**config.mk**
```make
export PLATFORM = sky130hd
export DESIGN_NAME = ascr_top
export DESIGN_NICKNAME = d
export VERILOG_FILES = /design/src/ascr_pkg.sv /design/src/ascr_top.sv /design/src/ascr_sample_decode.sv /design/src/ascr_limit_check.sv
export SDC_FILE = /design/constraint.sdc
export NUM_CORES = 1
export LEC_CHECK = 0
export BUFFER_PORTS_ARGS = -buffer_cell sky130_fd_sc_hd__buf_2
export CORE_AREA = 2 2 197 199
export CTS_CLUSTER_SIZE = 30
export DETAILED_ROUTE_END_ITERATION = 16
export DIE_AREA = 0 0 199 201
export SETUP_SLACK_MARGIN = 0.5
export SKIP_CTS_REPAIR_TIMING = 1
export SKIP_LAST_GASP = 1
export SYNTH_ARGS = -nofsm -noshare
export SYNTH_HDL_FRONTEND = slang
export SYNTH_HIERARCHICAL = 1
export SYNTH_SLANG_ARGS = --single-unit
```
**constraint.sdc**
```tcl
create_clock -name clk -period 2.5 [get_ports clk]
set_input_delay 0.5 -clock clk [delete_from_list [all_inputs] [get_ports clk]]
set_output_delay 0.5 -clock clk [all_outputs]
set_load 0.01 [all_outputs]
```
**src/ascr_pkg.sv**
```systemverilog
// shared constants for the scan configuration register bank
package ascr_pkg;
    localparam int AXI_ADDR_W = 8;
    localparam logic [7:0] SAMPLE_SEL_OFS = 8'h18;
    localparam logic [7:0] SCAN_MASK_OFS = 8'h1c;
    localparam logic [7:0] WDG_MASK_OFS = 8'h20;
    localparam logic [7:0] WDG_THR_OFS = 8'h28;
    localparam logic [7:0] CAL_FACT_OFS = 8'h30;
    localparam logic [7:0] RESULT_OFS = 8'h40;
    localparam logic [7:0] IRQ_STAT_OFS = 8'h44;
    localparam logic [7:0] IRQ_MASK_OFS = 8'h48;

    localparam logic [31:0] SAMPLE_SEL_RST = 32'h00000000;
    localparam logic [31:0] SCAN_MASK_RST = 32'h00000000;
    localparam logic [31:0] WDG_MASK_RST = 32'h00000000;
    localparam logic [31:0] WDG_THR_RST = 32'h0fff0000;
    localparam logic [31:0] CAL_FACT_RST = 32'h00000000;
    localparam logic [31:0] RESULT_RST = 32'h00000000;
    localparam logic [3:0] IRQ_RST = 4'h0;

    localparam logic [31:0] SAMPLE_SEL_WMASK = 32'h09ffffff;
    localparam logic [31:0] CHAN_WMASK = 32'h0009ffff;
    localparam logic [31:0] WDG_THR_WMASK = 32'h0fff0fff;
    localparam logic [31:0] CAL_WMASK = 32'h0000003f;
    localparam logic [31:0] IRQ_WMASK = 32'h0000000f;

    localparam int FIRST_CODE_LSB = 0;
    localparam int SECOND_CODE_LSB = 4;
    localparam int SEL_LOW_LSB = 8;
    localparam int SEL_LOW_MSB = 24;
    localparam int SEL_CH19_BIT = 27;
    localparam int UPPER_LSB = 16;
    localparam int NUM_CHAN = 20;
    localparam logic [4:0] LAST_CHAN = 5'h13;

    localparam int IRQ_WDG = 0;
    localparam int IRQ_SAMPLE_END = 1;
    localparam int IRQ_SCAN_END = 2;
    localparam int IRQ_CAL_END = 3;

    localparam logic [1:0] RESP_OKAY = 2'h0;
    localparam logic [1:0] RESP_SLVERR = 2'h2;

    // code 0 is reserved and behaves as the shortest duration
    localparam logic [10:0] SAMPLE_CYCLES_TABLE [0:15] = '{
        11'h003, 11'h003, 11'h007, 11'h00c, 11'h013, 11'h027, 11'h04f, 11'h077,
        11'h09f, 11'h0ef, 11'h13f, 11'h1df, 11'h27f, 11'h3bf, 11'h4ff, 11'h77f
    };
    localparam int CONV_DIV_DEFAULT = 4;
endpackage

```
**src/ascr_top.sv**
```systemverilog
// scan configuration and result register bank with scan sequencer
`timescale 1ns/1ps
module ascr_top
    import ascr_pkg::*;
#(
    parameter int CONV_DIV = CONV_DIV_DEFAULT
)
(
    input wire logic clk,
    input wire logic srst,
    input wire logic [AXI_ADDR_W-1:0] s_axi_awaddr,
    input wire logic s_axi_awvalid,
    output logic s_axi_awready,
    input wire logic [31:0] s_axi_wdata,
    input wire logic [3:0] s_axi_wstrb,
    input wire logic s_axi_wvalid,
    output logic s_axi_wready,
    output logic [1:0] s_axi_bresp,
    output logic s_axi_bvalid,
    input wire logic s_axi_bready,
    input wire logic [AXI_ADDR_W-1:0] s_axi_araddr,
    input wire logic s_axi_arvalid,
    output logic s_axi_arready,
    output logic [31:0] s_axi_rdata,
    output logic [1:0] s_axi_rresp,
    output logic s_axi_rvalid,
    input wire logic s_axi_rready,
    input wire logic scanStart,
    input wire logic convDone,
    input wire logic [11:0] convData,
    input wire logic calLaunch,
    input wire logic calDone,
    input wire logic [5:0] calResult,
    output logic scanBusy,
    output logic sampling,
    output logic [4:0] sampleChannel,
    output logic convStart,
    output logic [5:0] calFactorApplied,
    output logic irq
);
    typedef enum logic [2:0] {ST_IDLE, ST_SEEK, ST_SAMPLE, ST_CONVERT} ascr_scan_e;

    logic awready_q, awready_d, wready_q, wready_d, bvalid_q, bvalid_d;
    logic arready_q, arready_d, rvalid_q, rvalid_d;
    logic [1:0] bresp_q, bresp_d, rresp_q, rresp_d;
    logic [31:0] rdata_q, rdata_d;
    logic awHeld_q, awHeld_d, wHeld_q, wHeld_d;
    logic [7:0] awAddr_q, awAddr_d;
    logic [31:0] wData_q, wData_d;
    logic [3:0] wStrb_q, wStrb_d;
    logic [31:0] sampleSel_q, sampleSel_d, scanMask_q, scanMask_d;
    logic [31:0] wdgMask_q, wdgMask_d, wdgThr_q, wdgThr_d;
    logic [31:0] cal_factor_q, cal_factor_d, result_q, result_d;
    logic [3:0] irqStat_q, irqStat_d, irqMask_q, irqMask_d;
    logic irq_q, irq_d;
    logic [5:0] calApplied_q, calApplied_d;
    logic awTake, wTake, arTake, doWrite, awPre, wPre;
    logic [31:0] byteMask;
    logic [31:0] maskMerge;
    logic [32:0] rdWord;

    ascr_scan_e state_q, state_d;
    logic [4:0] idx_q, idx_d;
    logic [10:0] sampCnt_q, sampCnt_d;
    logic [7:0] divCnt_q, divCnt_d;
    logic convClkEn_q, convClkEn_d;
    logic convStart_q, convStart_d, sampling_q, sampling_d, busy_q, busy_d;
    logic evWdg, evSampEnd, evScanEnd, resultLoad;
    logic [10:0] firstCycles, secondCycles, curDur;
    logic [NUM_CHAN-1:0] selVec, chanSel, wdgSel;
    logic outside;
    logic wdgWatched;

    ascr_sample_decode u_first_decode (
        .code(sampleSel_q[FIRST_CODE_LSB +: 4]),
        .cycles(firstCycles)
    );

    ascr_sample_decode u_second_decode (
        .code(sampleSel_q[SECOND_CODE_LSB +: 4]),
        .cycles(secondCycles)
    );

    ascr_limit_check u_limit (
        .value(convData),
        .lower(wdgThr_q[11:0]),
        .upper(wdgThr_q[UPPER_LSB +: 12]),
        .outside(outside)
    );

    // merge a strobed write into a register under its writable mask
    function automatic logic [31:0] merge(input logic [31:0] old, input logic [31:0] data,
                                          input logic [31:0] bm, input logic [31:0] wm);
        merge = (old & ~(bm & wm)) | (data & bm & wm);
    endfunction

    // read decode with error flag on top
    function automatic logic [32:0] readReg(input logic [7:0] a);
        case ({a[7:2], 2'h0})
            SAMPLE_SEL_OFS: readReg = {1'h0, sampleSel_q};
            SCAN_MASK_OFS: readReg = {1'h0, scanMask_q};
            WDG_MASK_OFS: readReg = {1'h0, wdgMask_q};
            WDG_THR_OFS: readReg = {1'h0, wdgThr_q};
            CAL_FACT_OFS: readReg = {1'h0, cal_factor_q};
            RESULT_OFS: readReg = {1'h0, result_q};
            IRQ_STAT_OFS: readReg = {29'h0, irqStat_q};
            IRQ_MASK_OFS: readReg = {29'h0, irqMask_q};
            default: readReg = {1'h1, 32'h0};
        endcase
    endfunction

    // bus slave and register file
    always_comb
    begin
        awTake = s_axi_awvalid && awready_q;
        wTake = s_axi_wvalid && wready_q;
        arTake = s_axi_arvalid && arready_q;
        awAddr_d = awTake ? s_axi_awaddr : awAddr_q;
        wData_d = wTake ? s_axi_wdata : wData_q;
        wStrb_d = wTake ? s_axi_wstrb : wStrb_q;
        awPre = awHeld_q || awTake;
        wPre = wHeld_q || wTake;
        doWrite = awPre && wPre && !bvalid_q;
        awHeld_d = awPre && !doWrite;
        wHeld_d = wPre && !doWrite;
        for (int i = 0; i < 4; i++)
        begin
            byteMask[8*i +: 8] = {8{wStrb_d[i]}};
        end
        maskMerge = merge({28'h0, irqMask_q}, wData_d, byteMask, IRQ_WMASK);
        sampleSel_d = sampleSel_q;
        scanMask_d = scanMask_q;
        wdgMask_d = wdgMask_q;
        wdgThr_d = wdgThr_q;
        cal_factor_d = cal_factor_q;
        result_d = result_q;
        irqMask_d = irqMask_q;
        irqStat_d = irqStat_q;
        bresp_d = bresp_q;
        if (doWrite)
        begin
            bresp_d = RESP_OKAY;
            case ({awAddr_d[7:2], 2'h0})
                SAMPLE_SEL_OFS: sampleSel_d = merge(sampleSel_q, wData_d, byteMask,
                                                    SAMPLE_SEL_WMASK);
                SCAN_MASK_OFS: scanMask_d = merge(scanMask_q, wData_d, byteMask, CHAN_WMASK);
                WDG_MASK_OFS: wdgMask_d = merge(wdgMask_q, wData_d, byteMask, CHAN_WMASK);
                WDG_THR_OFS: wdgThr_d = merge(wdgThr_q, wData_d, byteMask, WDG_THR_WMASK);
                CAL_FACT_OFS: cal_factor_d = merge(cal_factor_q, wData_d, byteMask, CAL_WMASK);
                RESULT_OFS: result_d = result_q;
                IRQ_STAT_OFS: irqStat_d = irqStat_q & ~(wData_d[3:0] & byteMask[3:0]);
                IRQ_MASK_OFS: irqMask_d = maskMerge[3:0];
                default: bresp_d = RESP_SLVERR;
            endcase
        end
        if (resultLoad)
        begin
            result_d = {20'h0, convData};
        end
        if (calDone)
        begin
            cal_factor_d = {26'h0, calResult};
            result_d = {26'h0, calResult};
        end
        calApplied_d = calLaunch ? cal_factor_q[5:0] : calApplied_q;
        irqStat_d[IRQ_WDG] = irqStat_d[IRQ_WDG] | evWdg;
        irqStat_d[IRQ_SAMPLE_END] = irqStat_d[IRQ_SAMPLE_END] | evSampEnd;
        irqStat_d[IRQ_SCAN_END] = irqStat_d[IRQ_SCAN_END] | evScanEnd;
        irqStat_d[IRQ_CAL_END] = irqStat_d[IRQ_CAL_END] | calDone;
        irq_d = |(irqStat_d & irqMask_d);
        bvalid_d = doWrite || (bvalid_q && !s_axi_bready);
        awready_d = !awHeld_d && !bvalid_d;
        wready_d = !wHeld_d && !bvalid_d;
        rdWord = readReg(s_axi_araddr);
        rdata_d = arTake ? rdWord[31:0] : rdata_q;
        rresp_d = arTake ? (rdWord[32] ? RESP_SLVERR : RESP_OKAY) : rresp_q;
        rvalid_d = arTake || (rvalid_q && !s_axi_rready);
        arready_d = !rvalid_d;
    end

    always_ff @(posedge clk)
    begin
        if (srst)
        begin
            awready_q <= 1'h0;
            wready_q <= 1'h0;
            bvalid_q <= 1'h0;
            bresp_q <= RESP_OKAY;
            arready_q <= 1'h0;
            rvalid_q <= 1'h0;
            rresp_q <= RESP_OKAY;
            rdata_q <= 32'h0;
            awHeld_q <= 1'h0;
            wHeld_q <= 1'h0;
            awAddr_q <= 8'h0;
            wData_q <= 32'h0;
            wStrb_q <= 4'h0;
            sampleSel_q <= SAMPLE_SEL_RST;
            scanMask_q <= SCAN_MASK_RST;
            wdgMask_q <= WDG_MASK_RST;
            wdgThr_q <= WDG_THR_RST;
            cal_factor_q <= CAL_FACT_RST;
            result_q <= RESULT_RST;
            irqStat_q <= IRQ_RST;
            irqMask_q <= IRQ_RST;
            irq_q <= 1'h0;
            calApplied_q <= 6'h0;
        end
        else
        begin
            awready_q <= awready_d;
            wready_q <= wready_d;
            bvalid_q <= bvalid_d;
            bresp_q <= bresp_d;
            arready_q <= arready_d;
            rvalid_q <= rvalid_d;
            rresp_q <= rresp_d;
            rdata_q <= rdata_d;
            awHeld_q <= awHeld_d;
            wHeld_q <= wHeld_d;
            awAddr_q <= awAddr_d;
            wData_q <= wData_d;
            wStrb_q <= wStrb_d;
            sampleSel_q <= sampleSel_d;
            scanMask_q <= scanMask_d;
            wdgMask_q <= wdgMask_d;
            wdgThr_q <= wdgThr_d;
            cal_factor_q <= cal_factor_d;
            result_q <= result_d;
            irqStat_q <= irqStat_d;
            irqMask_q <= irqMask_d;
            irq_q <= irq_d;
            calApplied_q <= calApplied_d;
        end
    end

    // scan sequencer and converter clock divider
    always_comb
    begin
        selVec = {sampleSel_q[SEL_CH19_BIT], 2'h0, sampleSel_q[SEL_LOW_MSB:SEL_LOW_LSB]};
        chanSel = scanMask_q[NUM_CHAN-1:0];
        wdgSel = wdgMask_q[NUM_CHAN-1:0];
        wdgWatched = wdgSel[idx_q];
        curDur = selVec[idx_q] ? secondCycles : firstCycles;
        convClkEn_d = (divCnt_q == 8'(CONV_DIV - 1));
        divCnt_d = convClkEn_d ? 8'h0 : 8'(divCnt_q + 8'h01);
        state_d = state_q;
        idx_d = idx_q;
        sampCnt_d = sampCnt_q;
        convStart_d = 1'h0;
        evWdg = 1'h0;
        evSampEnd = 1'h0;
        evScanEnd = 1'h0;
        resultLoad = 1'h0;
        case (state_q)
            ST_IDLE:
            begin
                if (scanStart)
                begin
                    idx_d = 5'h0;
                    state_d = ST_SEEK;
                end
            end
            ST_SEEK:
            begin
                if (chanSel[idx_q])
                begin
                    sampCnt_d = curDur;
                    state_d = ST_SAMPLE;
                end
                else if (idx_q == LAST_CHAN)
                begin
                    evScanEnd = 1'h1;
                    state_d = ST_IDLE;
                end
                else
                begin
                    idx_d = 5'(idx_q + 5'h01);
                end
            end
            ST_SAMPLE:
            begin
                if (convClkEn_q)
                begin
                    if (sampCnt_q == 11'h001)
                    begin
                        convStart_d = 1'h1;
                        evSampEnd = 1'h1;
                        state_d = ST_CONVERT;
                    end
                    else
                    begin
                        sampCnt_d = 11'(sampCnt_q - 11'h001);
                    end
                end
            end
            ST_CONVERT:
            begin
                if (convDone)
                begin
                    resultLoad = 1'h1;
                    evWdg = wdgSel[idx_q] && outside;
                    if (idx_q == LAST_CHAN)
                    begin
                        evScanEnd = 1'h1;
                        state_d = ST_IDLE;
                    end
                    else
                    begin
                        idx_d = 5'(idx_q + 5'h01);
                        state_d = ST_SEEK;
                    end
                end
            end
            default: state_d = ST_IDLE;
        endcase
        busy_d = (state_d != ST_IDLE);
        sampling_d = (state_d == ST_SAMPLE);
    end

    always_ff @(posedge clk)
    begin
        if (srst)
        begin
            state_q <= ST_IDLE;
            idx_q <= 5'h0;
            sampCnt_q <= 11'h0;
            divCnt_q <= 8'h0;
            convClkEn_q <= 1'h0;
            convStart_q <= 1'h0;
            sampling_q <= 1'h0;
            busy_q <= 1'h0;
        end
        else
        begin
            state_q <= state_d;
            idx_q <= idx_d;
            sampCnt_q <= sampCnt_d;
            divCnt_q <= divCnt_d;
            convClkEn_q <= convClkEn_d;
            convStart_q <= convStart_d;
            sampling_q <= sampling_d;
            busy_q <= busy_d;
        end
    end

    assign s_axi_awready = awready_q;
    assign s_axi_wready = wready_q;
    assign s_axi_bresp = bresp_q;
    assign s_axi_bvalid = bvalid_q;
    assign s_axi_arready = arready_q;
    assign s_axi_rdata = rdata_q;
    assign s_axi_rresp = rresp_q;
    assign s_axi_rvalid = rvalid_q;
    assign scanBusy = busy_q;
    assign sampling = sampling_q;
    assign sampleChannel = idx_q;
    assign convStart = convStart_q;
    assign calFactorApplied = calApplied_q;
    assign irq = irq_q;

    // checking helper: enables seen in the current sampling phase
    logic [10:0] enSeen_q;
    always_ff @(posedge clk)
    begin
        if (srst || state_q != ST_SAMPLE)
            enSeen_q <= 11'h0;
        else if (convClkEn_q)
            enSeen_q <= 11'(enSeen_q + 11'h001);
    end
endmodule

```
**src/ascr_sample_decode.sv**
```systemverilog
// sampling-time code to converter clock cycle count
`timescale 1ns/1ps
module ascr_sample_decode
    import ascr_pkg::*;
(
    input wire logic [3:0] code,
    output logic [10:0] cycles
);
    always_comb
    begin
        cycles = SAMPLE_CYCLES_TABLE[code];
    end
endmodule

```
**src/ascr_limit_check.sv**
```systemverilog
// watchdog window compare of one result
`timescale 1ns/1ps
module ascr_limit_check
    import ascr_pkg::*;
(
    input wire logic [11:0] value,
    input wire logic [11:0] lower,
    input wire logic [11:0] upper,
    output logic outside
);
    always_comb
    begin
        outside = (value < lower) || (value > upper);
    end
endmodule

```
==> results by group <==
Synth
  • Post-synthesis sequential area ratio: 0.401
  • Ys Warns: 6
  • Syn Inst Count: 1260
  • Ys async rst share: 0
  • Number of flops mapped to enable cells by yosys: 0
  • Post-synth cell types: 82
  • Top FF cell, synth: dfxtp_1
  • Mapped Area: 11200 sq um
  • Syn_area_per_cell: 8.92 sq um
  • Seq cells post-synth: 225

Min path
  • Hold Crit Class: in -> reg
  • Hold Crit Depth: 3

Die
  • Die height: 201 um
  • Cell Rows: 72
  • Area of the die: 40000 sq um
  • Initial core utilization: 0.295
  • Core region area: 38100 sq um
  • Die width: 199 um
  • I/O pins: 137

Placed design
  • Dpl cells: 1897
  • Input/output buffers: 122
  • GP Congestion: 0.842
  • Worst slack, placed: -0.0551 ns
  • HPWL Detailed: 26.9 mm

Power and ir drop
  • Worst vdd ir: 0.000421 V
  • Clock Power Share: 0.465
  • Sequential Power Share: 0.436
  • Sw frac: 0.245
  • P_sw: 0.00210 W
  • Comb power frac: 0.100
  • Pwr dens: 587 nW/um^2
  • P_leak: 5.78 nW
  • Internal: 0.00648 W

Outcome
  • Status: complete, no violations

Setup path
  • WP data required: 2.92 ns
  • Data arrival, critical path: 2.88 ns
  • CP Class: reg -> reg
  • Slowest-stage cell, CP: mux4_2
  • Levels on crit path: 8
  • Worst path max stage delay: 0.55 ns
  • Reg2reg end: sampCnt_q[6]$_SDFFE_PP0P_
  • Startpoint types: register
  • R2r setup slk: 0.04 ns
  • Setup crit end kind: register
  • Critical Path, Cell by Cell: mux4_2 > mux2_4 > a221o_1 > buf_12 > buf_4 > mux2i_4 > o2bb2ai_1 > a32o_1
  • CP Launch Point: sampleChannel[0]$_SDFFE_PP0P_
  • Crit path max-delay family: multiplexers
  • Worst Setup EP: sampCnt_q[6]$_SDFFE_PP0P_
  • Crit-path max FO: 13
  • Buf/Inv on CP: 2
  • R2r startpoint: sampleChannel[0]$_SDFFE_PP0P_
  • Length in cells of the worst reg-to-reg path: 8

Detailed routing
  • Via density: 5.10
  • TritonRoute pass-1 iters: 8
  • Via count: 10100
  • DRC Markers: 0
  • DRT iter0 DRCs: 715
  • Routed WL: 35.9 mm
  • Post-route ant nets: 0
  • DR WL/cell: 18.2 um

Clocking
  • Worst-skew pair later-pin latency: 0.54 ns
  • CTS root buf: clkbuf_16
  • CTS sink count: 225
  • Clock slew at reported path FFs: 0.06 ns
  • H-tree levels: 1
  • TritonCTS clock tree: built
  • CTS buffer count: 26
  • CTS Buffer Depth: 3

Timing
  • Fmax: 0.407 GHz
  • Setup TNS: 0 ns
  • Setup ws final: 0.0418 ns
  • Final hold vios: 0
  • RSZ-0062 raised after global routing: true
  • Pin slew with the least headroom to its limit: 0.880 ns
  • Tcrit/Tclk final: 0.983
  • Worst slew margin: 0.409
  • Fin crit period: 2.46 ns
  • Max-slew violations: 0
  • Setup Viol. Count Final: 0
  • Fin Clk Skew: 0.00989 ns

Finish
  • # fillers: 3783
  • Layout Utilization: 0.384
  • Non-Filler Instances: 1971
  • Share of layout cells above drive strength 1: 0.300
  • Area growth from synthesis to layout: 30.1%
  • Final net count: 1552

Global route
  • Antenna violations before repair: 3
  • Largest net degree at the start of global routing: 64
  • Total track usage: 0.175
  • First-pass GRT wire length: 54.9 mm
  • Vias in the first global route: 9823
  • GRT overflow: 0

Run
  • Number of max-cap violations: 0
## cell families after synthesis
| group | Yosys count | synth area share |
|---|---|---|
| buf+inv | 137 | 0.0534 |
| mux | 157 | 0.155 |
| compound gates | 260 | 0.156 |
| xor+xnor | 10 | 0.00780 |
| fa+ha+maj | 38 | 0.0423 |
| simple gates | 432 | 0.185 |
| flops | 225 | 0.401 |
| other cells | 1 | 0.000334 |
## worst reg2reg max path, cell delays in order (launching register included)
cell and delay, ns:
dfxtp_4 0.40, mux4_2 0.55, mux2_4 0.28, a221o_1 0.37, buf_12 0.17, buf_4 0.15, mux2i_4 0.16, o2bb2ai_1 0.09
a32o_1 0.20
## routing by layer
metal	routed length, um	vias to the layer above	global-route usage
met4	999	0	0.0714
met3	1600	65	0.0215
met2	17700	288	0.298
met5	0	-	0
li1	-	4827	-
met1	15600	4873	0.222
## area by class of cell
| cell class | instances | area [sq um] | area share |
|---|---|---|---|
| Clock buffer | 37 | 773 | 0.0529 |
| Multi-Input combinational cell | 904 | 6790 | 0.464 |
| Clock inverter | 8 | 124 | 0.00847 |
| Tap cell | 518 | 648 | 0.0443 |
| Inverter | 56 | 210 | 0.0144 |
| Antenna cell | 3 | 7.51 | 0.000514 |
| Sequential cell | 225 | 4520 | 0.309 |
| Timing Repair Buffer | 220 | 1550 | 0.106 |
## synth_stat cells, types with 4 or more instances
library cell,n,area share
a211oi_1,29,0.019
a21oi_1,83,0.037
a221oi_1,15,0.012
a222oi_1,17,0.015
a22oi_1,13,0.0087
a31oi_1,9,0.0050
a32o_1,4,0.0036
and2_1,21,0.012
and3_1,6,0.0033
buf_1,7,0.0023
buf_2,8,0.0036
buf_4,14,0.0094
clkbuf_1,49,0.016
dfxtp_1,225,0.40
ha_1,38,0.042
inv_1,54,0.018
mux2_2,42,0.042
mux2i_1,103,0.092
mux4_2,8,0.016
nand2_1,79,0.026
nand2b_1,12,0.0067
nand3_1,25,0.011
nand3b_1,4,0.0027
nand4_1,4,0.0022
nor2_1,181,0.060
nor2_2,4,0.0022
nor2b_1,14,0.0078
nor3_1,41,0.018
nor3b_1,6,0.0040
nor4_1,6,0.0033
nor4b_1,5,0.0039
o21a_1,6,0.0040
o21ai_0,42,0.019
o21ai_1,5,0.0022
o22ai_1,4,0.0022
or3_1,4,0.0022
xnor2_1,6,0.0047
xor2_1,4,0.0031
## power by group through the flow
stage / Combinational, W / Sequential (W) / Clock (W)
2_1_floorplan: 0.000473 / 0.00382 / 0
3_3_place_gp: 0.000792 / 0.00381 / 0
3_5_place_dp: 0.000801 / 0.00382 / 0
4_1_cts: 0.000806 / 0.00374 / 0.00404
5_1_grt: 0.000933 / 0.00375 / 0.00420
6_report: 0.000857 / 0.00374 / 0.00399
## cells in the final DEF (no fill, tap or decap), types with 7 or more instances in the layout
master	n
nand2_1	72
a221oi_1	15
mux4_2	8
nor2_1	169
ha_1	38
nand2b_1	12
mux2_2	36
mux2_4	8
a222oi_1	17
a211oi_2	18
clkbuf_16	28
o21ai_1	7
a211oi_1	11
a22oi_1	10
nor3_1	39
nor2b_1	13
a31oi_1	8
nor2_4	14
buf_12	10
buf_4	70
conb_1	7
and2_1	19
buf_6	16
a21oi_2	9
o21ai_0	37
a21oi_1	73
dfxtp_1	220
inv_1	54
buf_2	123
nand3_1	17
mux2i_1	96
## how the worst min path moves through the flow
stage / startpoint / endpoint / slack, ns
global route: s_axi_rready / s_axi_arready$_SDFF_PP0_ / 0.27
CTS: s_axi_wdata[26] / wData_q[26]$_SDFF_PP0_ / 0.21
finish: s_axi_wdata[25] / wData_q[25]$_SDFF_PP0_ / 0.23
detailed placement: divCnt_q[0]$_SDFF_PP0_ / divCnt_q[0]$_SDFF_PP0_ / 0.44
floorplan: divCnt_q[0]$_SDFF_PP0_ / divCnt_q[0]$_SDFF_PP0_ / 0.41
global placement: divCnt_q[0]$_SDFF_PP0_ / divCnt_q[0]$_SDFF_PP0_ / 0.42
## metrics by stage
stage	hold WS [ns]	cell area (sq um)	power [W]
finish	0.231	14600	0.00859
global placement	0.425	13000	0.00461
floorplan	0.413	11700	0.00429
CTS	0.215	13900	0.00859
global route	0.268	14600	0.00889
detailed placement	0.440	13000	0.00462
Power figures use the tool's default switching activity.
